**src/lcd_scan_defs.svh**
```systemverilog
`ifndef LCD_SCAN_DEFS_SVH
`define LCD_SCAN_DEFS_SVH

// ----------------------------------------
// Register byte offsets
// ----------------------------------------
`define OFS_CTRL1 8'h00
`define OFS_CTRL2 8'h04
`define OFS_START_RASTER 8'h08
`define OFS_BLINK_FIRST 8'h0C
`define OFS_BLINK_LAST 8'h10
`define OFS_BLINK_MASK_A 8'h14
`define OFS_BLINK_MASK_B 8'h18
`define OFS_BLINK_MASK_C 8'h1C
`define OFS_PARTIAL_POS 8'h20
`define OFS_CONTRAST_ALT 8'h24
`define OFS_PALETTE 8'h28
`define OFS_STATUS 8'h2C

// ----------------------------------------
// Field positions
// ----------------------------------------
`define BIT_STANDBY 0
`define BIT_DISPLAY_ON 1
`define BIT_SUPPLY_ON 2
`define BIT_SCAN_DIR 3
`define BIT_BLINK_EN 0
`define BIT_GREY4 1
`define BIT_DUTY_LO 2
`define BIT_DUTY_HI 3
`define ALT_SEL_LSB 5

// ----------------------------------------
// Codes and reset values
// ----------------------------------------
`define DUTY_80 2'h0
`define DUTY_64 2'h1
`define DUTY_32 2'h2
`define DUTY_8 2'h3
`define PALETTE_RST 20'hFDD60
`define PARTIAL_GROUPS 4'hA
`define PARTIAL_LOW_GROUPS 4'h5
`define DISPLAY_ROWS 8'h50
`define BLINK_FRAMES_BITS 6

// ----------------------------------------
// Timing
// ----------------------------------------
`define CLK_HZ 50000000
`define OSC_FAST_HZ 180000
`define OSC_SLOW_HZ 18000
`define OSC_FAST_DIV (`CLK_HZ / `OSC_FAST_HZ)
`define OSC_SLOW_DIV (`CLK_HZ / `OSC_SLOW_HZ)
`define STEPS_GREY32 5'h1F
`define STEPS_GREY4 5'h03
`define ALT_LINES_A 4'h7
`define ALT_LINES_B 4'hB
`define ALT_LINES_C 4'hD

`endif

```
**src/lcd_scan_pkg.sv**
```systemverilog
package lcd_scan_pkg;

    // ----------------------------------------
    // Bus and panel carriers
    // ----------------------------------------
    typedef struct packed {
        logic cyc;
        logic stb;
        logic we;
        logic [7:0] adr;
        logic [3:0] sel;
        logic [31:0] dat;
    } wb_req_t;

    typedef struct packed {
        logic ack;
        logic [31:0] dat;
    } wb_rsp_t;

    typedef struct packed {
        logic [79:0] comSelect;
        logic [159:0] segOn;
        logic polarity;
        logic outputsOff;
    } lcd_drive_t;

    // ----------------------------------------
    // Whole state of the scan block
    // ----------------------------------------
    typedef struct packed {
        logic ack;
        logic [31:0] rdat;
        logic standby;
        logic dispOn;
        logic supplyOn;
        logic scanDir;
        logic blinkEn;
        logic grey4;
        logic [1:0] duty;
        logic [6:0] startRaster;
        logic [6:0] blinkFirst;
        logic [6:0] blinkLast;
        logic [23:0] blinkMask;
        logic [3:0] partPos;
        logic [4:0] contrast;
        logic [1:0] altSel;
        logic [19:0] palette;
        logic [11:0] oscCnt;
        logic [4:0] step;
        logic [6:0] line;
        logic [5:0] frameCnt;
        logic blinkOff;
        logic [3:0] altCnt;
        logic [6:0] ramRow;
        lcd_drive_t drive;
    } scan_state_t;

endpackage : lcd_scan_pkg

```
**src/lcd_scan_scroll_blink_ctrl.sv**
```systemverilog
`timescale 1ns/10ps
`include "lcd_scan_defs.svh"
module lcd_scan_scroll_blink_ctrl #(
    parameter int FAST_DIV = `OSC_FAST_DIV,
    parameter int SLOW_DIV = `OSC_SLOW_DIV
) (
    // Clock and reset
    input wire logic clk,
    input wire logic rst_n,
    // Wishbone register port
    input wire lcd_scan_pkg::wb_req_t wbReq,
    output lcd_scan_pkg::wb_rsp_t wbRsp,
    // Display RAM line fetch
    output logic [6:0] lineRow,
    input wire logic [319:0] pixelLine,
    // Panel and analog control
    output lcd_scan_pkg::lcd_drive_t lcdDrive,
    output logic supplyControl,
    output logic oscSlowSel,
    output logic [4:0] contrastLevel
);

    lcd_scan_pkg::scan_state_t q;
    lcd_scan_pkg::scan_state_t n;
    logic partial;
    logic oscSlow;
    logic outOff;
    logic [4:0] stepLast;
    logic [6:0] rowsLast;
    logic [159:0] segNext;
    logic [79:0] comNext;
    logic [6:0] comIdx;
    logic [6:0] rowNext;
    logic [6:0] lineNext;
    logic [11:0] divLast;

    assign partial = (q.duty == `DUTY_8);
    assign oscSlow = q.grey4 | partial;
    assign outOff = q.standby | ~q.dispOn;
    assign stepLast = oscSlow ? (`STEPS_GREY4 - 5'h01) : (`STEPS_GREY32 - 5'h01);
    assign divLast = oscSlow ? 12'(SLOW_DIV - 1) : 12'(FAST_DIV - 1);

    // ----------------------------------------
    // Duty rows and next line
    // ----------------------------------------
    always_comb
    begin
        case (q.duty)
            `DUTY_80: rowsLast = 7'h4F;
            `DUTY_64: rowsLast = 7'h3F;
            `DUTY_32: rowsLast = 7'h1F;
            default: rowsLast = 7'h07;
        endcase
        lineNext = (q.line >= rowsLast) ? 7'h00 : q.line + 7'h01;
    end

    // ----------------------------------------
    // Common line for the next scan line
    // ----------------------------------------
    always_comb
    begin
        logic [6:0] top;
        logic [7:0] sum;
        top = 7'h00;
        sum = 8'h00;
        if (partial)
        begin
            if (q.partPos < `PARTIAL_LOW_GROUPS || q.partPos >= `PARTIAL_GROUPS)
            begin
                top = (q.partPos < `PARTIAL_LOW_GROUPS) ? {q.partPos[2:0], 3'h0} : 7'h00;
                comIdx = q.scanDir ? top + lineNext : top + 7'h07 - lineNext;
            end
            else
            begin
                top = 7'h4F - {q.partPos[2:0] - 3'h5, 3'h0};
                comIdx = q.scanDir ? top - lineNext : top - 7'h07 + lineNext;
            end
        end
        else
        begin
            comIdx = lineNext;
        end
        // RAM row follows the start raster, wrapping only at the full 80 rows
        sum = {1'b0, q.startRaster} + {1'b0, comIdx};
        if (sum >= 2 * `DISPLAY_ROWS)
        begin
            sum = sum - 8'(2 * `DISPLAY_ROWS);
        end
        else if (sum >= `DISPLAY_ROWS)
        begin
            sum = sum - `DISPLAY_ROWS;
        end
        rowNext = sum[6:0];
        comNext = '0;
        comNext[comIdx] = 1'b1;
    end

    // ----------------------------------------
    // Per pixel grey level and blink gating
    // ----------------------------------------
    genvar gi;
    generate
        for (gi = 0; gi < 160; gi++)
        begin : gPix
            logic [1:0] code;
            logic [4:0] level;
            logic rowIn;
            logic blank;
            assign code = pixelLine[2 * gi +: 2];
            // Fixed steps in 4-level and partial modes, palette otherwise
            assign level = oscSlow ? {3'h0, code} : q.palette[5 * code +: 5];
            assign rowIn = (q.ramRow >= q.blinkFirst) && (q.ramRow <= q.blinkLast);
            assign blank = q.blinkEn & q.blinkOff & rowIn & q.blinkMask[gi / 8];
            assign segNext[gi] = (q.step < level) & ~blank;
        end
    endgenerate

    // ----------------------------------------
    // Next state: bus, registers, scan timing
    // ----------------------------------------
    always_comb
    begin
        logic access;
        logic tick;
        logic lineEnd;
        logic frameEnd;
        logic [3:0] altLen;
        logic [31:0] wmask;
        logic [31:0] wv;
        logic [31:0] rv;
        access = 1'b0;
        tick = 1'b0;
        lineEnd = 1'b0;
        frameEnd = 1'b0;
        altLen = `ALT_LINES_A;
        wmask = {{8{wbReq.sel[3]}}, {8{wbReq.sel[2]}}, {8{wbReq.sel[1]}}, {8{wbReq.sel[0]}}};
        wv = 32'h0000_0000;
        rv = 32'h0000_0000;
        n = q;

        // Bus slave: answer one cycle after the request, drop ack after one
        access = wbReq.cyc & wbReq.stb & ~q.ack;
        n.ack = access;
        if (access)
        begin
            if (wbReq.adr == `OFS_CTRL1)
            begin
                rv = {28'h0, q.scanDir, q.supplyOn, q.dispOn, q.standby};
            end
            else if (wbReq.adr == `OFS_CTRL2)
            begin
                rv = {28'h0, q.duty, q.grey4, q.blinkEn};
            end
            else if (wbReq.adr == `OFS_START_RASTER)
            begin
                rv = {25'h0, q.startRaster};
            end
            else if (wbReq.adr == `OFS_BLINK_FIRST)
            begin
                rv = {25'h0, q.blinkFirst};
            end
            else if (wbReq.adr == `OFS_BLINK_LAST)
            begin
                rv = {25'h0, q.blinkLast};
            end
            else if (wbReq.adr == `OFS_BLINK_MASK_A)
            begin
                rv = {24'h0, q.blinkMask[7:0]};
            end
            else if (wbReq.adr == `OFS_BLINK_MASK_B)
            begin
                rv = {24'h0, q.blinkMask[15:8]};
            end
            else if (wbReq.adr == `OFS_BLINK_MASK_C)
            begin
                rv = {24'h0, q.blinkMask[23:16]};
            end
            else if (wbReq.adr == `OFS_PARTIAL_POS)
            begin
                rv = {28'h0, q.partPos};
            end
            else if (wbReq.adr == `OFS_CONTRAST_ALT)
            begin
                rv = {25'h0, q.altSel, q.contrast};
            end
            else if (wbReq.adr == `OFS_PALETTE)
            begin
                rv = {12'h0, q.palette};
            end
            else if (wbReq.adr == `OFS_STATUS)
            begin
                rv = {9'h0, q.drive.polarity, q.blinkOff, oscSlow, q.frameCnt, q.line, q.ramRow};
            end
            else
            begin
                rv = 32'h0000_0000;
            end
            n.rdat = wbReq.we ? 32'h0000_0000 : rv;
            wv = (rv & ~wmask) | (wbReq.dat & wmask);
            if (wbReq.we)
            begin
                if (wbReq.adr == `OFS_CTRL1)
                begin
                    n.standby = wv[`BIT_STANDBY];
                    n.dispOn = wv[`BIT_DISPLAY_ON];
                    n.supplyOn = wv[`BIT_SUPPLY_ON];
                    n.scanDir = wv[`BIT_SCAN_DIR];
                    if (wv[`BIT_STANDBY] & ~q.standby)
                    begin
                        n.dispOn = 1'b0;
                    end
                end
                else if (wbReq.adr == `OFS_CTRL2)
                begin
                    n.blinkEn = wv[`BIT_BLINK_EN];
                    n.grey4 = wv[`BIT_GREY4];
                    n.duty = {wv[`BIT_DUTY_HI], wv[`BIT_DUTY_LO]};
                end
                else if (q.standby)
                begin
                    n.partPos = q.partPos; // Only the two control registers take writes in standby
                end
                else if (wbReq.adr == `OFS_START_RASTER)
                begin
                    n.startRaster = wv[6:0];
                end
                else if (wbReq.adr == `OFS_BLINK_FIRST)
                begin
                    n.blinkFirst = wv[6:0];
                end
                else if (wbReq.adr == `OFS_BLINK_LAST)
                begin
                    n.blinkLast = wv[6:0];
                end
                else if (wbReq.adr == `OFS_BLINK_MASK_A)
                begin
                    n.blinkMask[7:0] = wv[7:0];
                end
                else if (wbReq.adr == `OFS_BLINK_MASK_B)
                begin
                    n.blinkMask[15:8] = wv[7:0];
                end
                else if (wbReq.adr == `OFS_BLINK_MASK_C)
                begin
                    n.blinkMask[23:16] = wv[7:0];
                end
                else if (wbReq.adr == `OFS_PARTIAL_POS)
                begin
                    n.partPos = wv[3:0];
                end
                else if (wbReq.adr == `OFS_CONTRAST_ALT)
                begin
                    n.contrast = wv[4:0];
                    n.altSel = wv[`ALT_SEL_LSB +: 2];
                end
                else if (wbReq.adr == `OFS_PALETTE)
                begin
                    n.palette = wv[19:0];
                end
            end
        end

        // Oscillator model: stopped in standby, running otherwise
        if (!q.standby)
        begin
            if (q.oscCnt >= divLast)
            begin
                n.oscCnt = 12'h000;
                tick = 1'b1;
            end
            else
            begin
                n.oscCnt = q.oscCnt + 12'h001;
            end
        end

        // N PWM steps per line, duty lines per frame
        if (tick)
        begin
            if (q.step >= stepLast)
            begin
                n.step = 5'h00;
                lineEnd = 1'b1;
            end
            else
            begin
                n.step = q.step + 5'h01;
            end
        end
        if (lineEnd)
        begin
            frameEnd = (q.line >= rowsLast);
            n.line = lineNext;
            n.ramRow = rowNext;
            n.drive.comSelect = comNext;
        end
        if (frameEnd)
        begin
            n.frameCnt = q.frameCnt + 6'h01;
            if (q.frameCnt == 6'h3F)
            begin
                n.blinkOff = ~q.blinkOff;
            end
        end
        if (!q.blinkEn)
        begin
            n.blinkOff = 1'b0; // Blink starts in the visible phase
        end

        // Alternation polarity
        case (q.altSel)
            2'h1: altLen = `ALT_LINES_A;
            2'h2: altLen = `ALT_LINES_B;
            default: altLen = `ALT_LINES_C;
        endcase
        if (q.altSel == 2'h0)
        begin
            n.altCnt = 4'h0;
            if (frameEnd)
            begin
                n.drive.polarity = ~q.drive.polarity;
            end
        end
        else if (lineEnd)
        begin
            if (q.altCnt >= altLen - 4'h1)
            begin
                n.altCnt = 4'h0;
                n.drive.polarity = ~q.drive.polarity;
            end
            else
            begin
                n.altCnt = q.altCnt + 4'h1;
            end
        end

        // Panel outputs: off state shows supply level on every line
        n.drive.outputsOff = outOff;
        n.drive.segOn = outOff ? 160'h0 : segNext;
        if (outOff)
        begin
            n.drive.comSelect = 80'h0;
        end

        if (!rst_n)
        begin
            n = '0; // Duty 1/80, blink off, frame alternation, display off
            n.palette = `PALETTE_RST;
            n.drive.outputsOff = 1'b1;
        end
    end

    always_ff @(posedge clk)
    begin
        q <= n;
    end

    // ----------------------------------------
    // Outputs
    // ----------------------------------------
    assign wbRsp.ack = q.ack;
    assign wbRsp.dat = q.rdat;
    assign lineRow = q.ramRow;
    assign lcdDrive = q.drive;
    assign supplyControl = q.supplyOn;
    assign oscSlowSel = oscSlow;
    // Only eight contrast levels in partial mode
    assign contrastLevel = partial ? {2'h0, q.contrast[2:0]} : q.contrast;

endmodule : lcd_scan_scroll_blink_ctrl

```
**config.mk**
```make
export PLATFORM = sky130hd
export DESIGN_NAME = lcd_scan_scroll_blink_ctrl
export DESIGN_NICKNAME = d
export VERILOG_FILES = /design/src/lcd_scan_pkg.sv /design/src/lcd_scan_scroll_blink_ctrl.sv
export VERILOG_INCLUDE_DIRS = /design/src
export SDC_FILE = /design/constraint.sdc
export NUM_CORES = 2
export LEC_CHECK = 0
export BUFFER_PORTS_ARGS = -buffer_cell sky130_fd_sc_hd__buf_4
export CORE_MARGIN = 1.5
export CORE_UTILIZATION = 55
export CTS_CLUSTER_DIAMETER = 50
export CTS_CLUSTER_SIZE = 10
export DETAILED_ROUTE_END_ITERATION = 8
export GPL_ROUTABILITY_DRIVEN = 0
export HOLD_SLACK_MARGIN = 0.08
export PLACE_DENSITY = 0.81
export SKIP_CTS_REPAIR_TIMING = 1
export SLEW_MARGIN = 15
export SYNTH_ARGS = -nofsm -noshare
export SYNTH_HDL_FRONTEND = slang
export SYNTH_SLANG_ARGS = --single-unit
```
**constraint.sdc**
```tcl
create_clock -name clk -period 8.2 [get_ports clk]
set_clock_uncertainty 0.15 [all_clocks]
set_input_delay 1.23 -clock clk [delete_from_list [all_inputs] [get_ports clk]]
set_output_delay 1.23 -clock clk [all_outputs]
set_load 0.005 [all_outputs]
```
==> impl_metrics.csv <==
group,metric,value,unit
sta,tns,0,ns
logic_synthesis,synth.distinct_cells,75,
detailed_routing,wire_per_inst,27.8,µm
setup_path,cpMaxStageDelayCell,"or4b_2",
run_status,status,"finished, final reports clean",
placement,hpwl,125,mm
power_and_ir_drop,total_leakage_power,0.0301,µW
clock_network,htreeDepth,3,
logic_synthesis,syn_avg_cell_area,8.61,µm²
final_layout,final_util,0.603,
floorplanning,initial_core_util,0.557,
detailed_routing,drtPass1Iterations,9,
global_routing,overflow,0,
clock_network,root_buffer,"clkbuf_16",
clock_network,cts_buffer_depth,3,
global_routing,grt_max_degree,227,
global_routing,grt_pass1_vias,54100,
setup_path,crit_path_end_kind,"flip-flop",
detailed_routing,vias,56000,
floorplanning,dieArea,0.107,mm²
logic_synthesis,synth_top_area_share,0.188,
detailed_routing,vias_per_cell,7.20,
logic_synthesis,async_flop_share,0,
logic_synthesis,ys_seq_area_frac,0.136,
setup_path,rr_worst_depth,25,
final_layout,final_nets,7373,
setup_path,startpoint_type,"flip-flop",
setup_path,cp.arrival,7.31,ns
sta,period_minus_slack,6.89,ns
placement,io_buffer_count,635,
logic_synthesis,postSynthCellCount,6722,
sta,tightest_slew,1.29,ns
logic_synthesis,synth_ff_type,"dfxtp_1",
setup_path,required,8.63,ns
sta,rsz0062_at_grt,"no",
clock_network,cts_buffers,83,
clock_network,tritoncts,"done",
setup_path,cpMostUsedCell,"ha_1",
floorplanning,die_y,327,µm
floorplanning,coreArea,0.104,mm²
job,cap_violations,0,
floorplanning,num_io_pins,658,
hold_path,whs_path_depth,2,
sta,hold_viol_final,0,
floorplanning,rows,118,
clock_network,clk_pin_slew,0.06,ns
final_layout,syn_to_final_growth,8.26,%
logic_synthesis,synth_seq_cells,392,
logic_synthesis,synth_warnings,0,
sta,fmax,145,MHz
logic_synthesis,syn_area,0.0579,mm²
power_and_ir_drop,powerDensity,107,mW/mm²
sta,relSlewSlack,0.139,
logic_synthesis,synthTopCellsByArea,"mux4_2 (19%), ha_1 (15%), dfxtp_1 (14%)",
global_routing,antenna_found_initial,53,
final_layout,drive_above_1_share,0.222,
power_and_ir_drop,irDropWorstVdd,0.152,mV
clock_network,clock_sinks,392,
setup_path,path_class,"flip-flop to flip-flop",
detailed_routing,antenna_left,0,
global_routing,grtUsageTotal,0.387,
logic_synthesis,synth_area_leader_cell,"mux4_2",
hold_path,hp-class,"flip-flop to flip-flop",
sta,slew_violations,0,
detailed_routing,routed_wirelength,216,mm
setup_path,cpPeakStageDelay,0.70,ns
logic_synthesis,synth_edf_count,0,
sta,min_period_over_period,0.840,
clock_network,insertion_delay,0.69,ns
detailed_routing,drc,0,
detailed_routing,drt_iter0_drc,7157,
floorplanning,die_w,327,µm
sta,finalSetupViolCount,0,
global_routing,grt_pass1_wl,323,mm
setup_path,path_max_fanout,12,
## cell usage in the layout (no fill, tap or decap), drive strengths merged, types with 98 or more instances in the layout
cell type    n
a2111oi    162
a211oi     168
a21o       168
a31oi      167
buf        726
clkbuf      98
dfxtp      392
ha         712
mux2i      684
mux4       484
nand2      651
nand3      215
nor2       586
nor3b      163
o21ai      428
## report_power, final
part / switching, µW / internal [µW]
combinational: 497 / 550
sequential: 2.30 / 1900
clock: 1320 / 2410
total: 1820 / 4860
## cells by family (layout without fill, tap and decap cells)
kind of cell             count (synthesis)  after routing  synth area share
other                                    1             47         0.0000648
AND/OR/NAND/NOR                       1776           1776             0.138
XOR/XNOR                                42             42           0.00636
flip-flops                             392            392             0.136
AO/OA/AOI/OAI                         1309           1309             0.151
buffers and inverters                 1309            929             0.104
multiplexers                          1177           1177             0.308
adder cells (fa/ha/maj)                716            716             0.155
## sequential cells by signal, summed over array words and instances, names as in the netlist
register,cells
wbRsp,24
lcdDrive,242
q,118
supplyControl,1
lineRow,7
## area by class of cell
class | count | area, µm²
Tap cell | 1380 | 1730
Fill cell | 8518 | 41300
Antenna cell | 38 | 95.1
Sequential cell | 392 | 7940
Clock buffer | 98 | 2200
Timing Repair Buffer | 726 | 5610
Clock inverter | 49 | 806
Multi-Input combinational cell | 5029 | 44000
Inverter | 56 | 223
## Yosys cell counts (5+ instances only)
library cell	instances
or2_2	7
o21ai_1	16
buf_1	185
nand2b_1	10
clkbuf_1	759
a21o_1	168
nor2_1	586
a2111oi_0	162
xor2_1	20
a211oi_1	168
mux4_2	484
a21oi_1	45
o21a_1	9
nor4_1	5
nand3_1	215
dfxtp_1	392
a31oi_1	167
o21ai_0	412
xnor2_1	22
a22o_1	60
o211ai_1	17
nand2_1	651
and3_1	7
nand4_1	11
buf_2	20
nor2b_1	25
inv_1	53
nor3b_1	161
a22oi_1	23
o22ai_1	16
and2_1	34
nand3b_1	5
or3_1	12
ha_1	712
mux2_2	9
nor3_1	26
buf_4	288
mux2i_1	684
a21boi_0	13
## routing by layer
metal | track usage | wire length (µm) | share of wire
met2 | 0.575 | 92000 | 0.43
met1 | 0.475 | 76300 | 0.35
met5 | 0 | 312 | 0.0014
met3 | 0.133 | 31900 | 0.15
met4 | 0.256 | 15500 | 0.072
## metrics by stage
stage | setup slack, ns | hold slack (ns) | instance area (µm²) | power (µW) | instances
final | 1.31 | 0.297 | 62600 | 6690 | 7768
after detailed placement | 1.40 | 0.291 | 59500 | 2970 | 7583
after global placement | 1.59 | 0.288 | 59500 | 2920 | 7583
after floorplan | 2.32 | 0.276 | 57900 | 2760 | 6730
after global routing | 0.906 | 0.313 | 62600 | 6890 | 7755
after CTS | 1.40 | 0.298 | 62500 | 6700 | 7730
## critical path: cells and delay by family, from the launching register on
| kind | cells | cell delay (ns) |
|---|---|---|
| AO/OA/AOI/OAI | 6 | 1.53 |
| flip-flops | 1 | 0.44 |
| multiplexers | 2 | 0.35 |
| AND/OR/NAND/NOR | 7 | 2.09 |
| XOR/XNOR | 1 | 0.16 |
| buffers and inverters | 3 | 0.21 |
| adder cells (fa/ha/maj) | 6 | 1.84 |
## path summary, 6_finish.rpt
path,startpoint,end,slack (ns)
max,q[361]$_SDFFE_PN0P_,lineRow[4]$_SDFFE_PN0P_,1.31
min,lcdDrive[219]$_SDFFE_PP0P_,lcdDrive[219]$_SDFFE_PP0P_,0.30
max reg2reg,q[361]$_SDFFE_PN0P_,lineRow[4]$_SDFFE_PN0P_,1.31
min reg2reg,lcdDrive[219]$_SDFFE_PP0P_,lcdDrive[219]$_SDFFE_PP0P_,0.30
No activity file was read; power rests on OpenSTA's default activity.
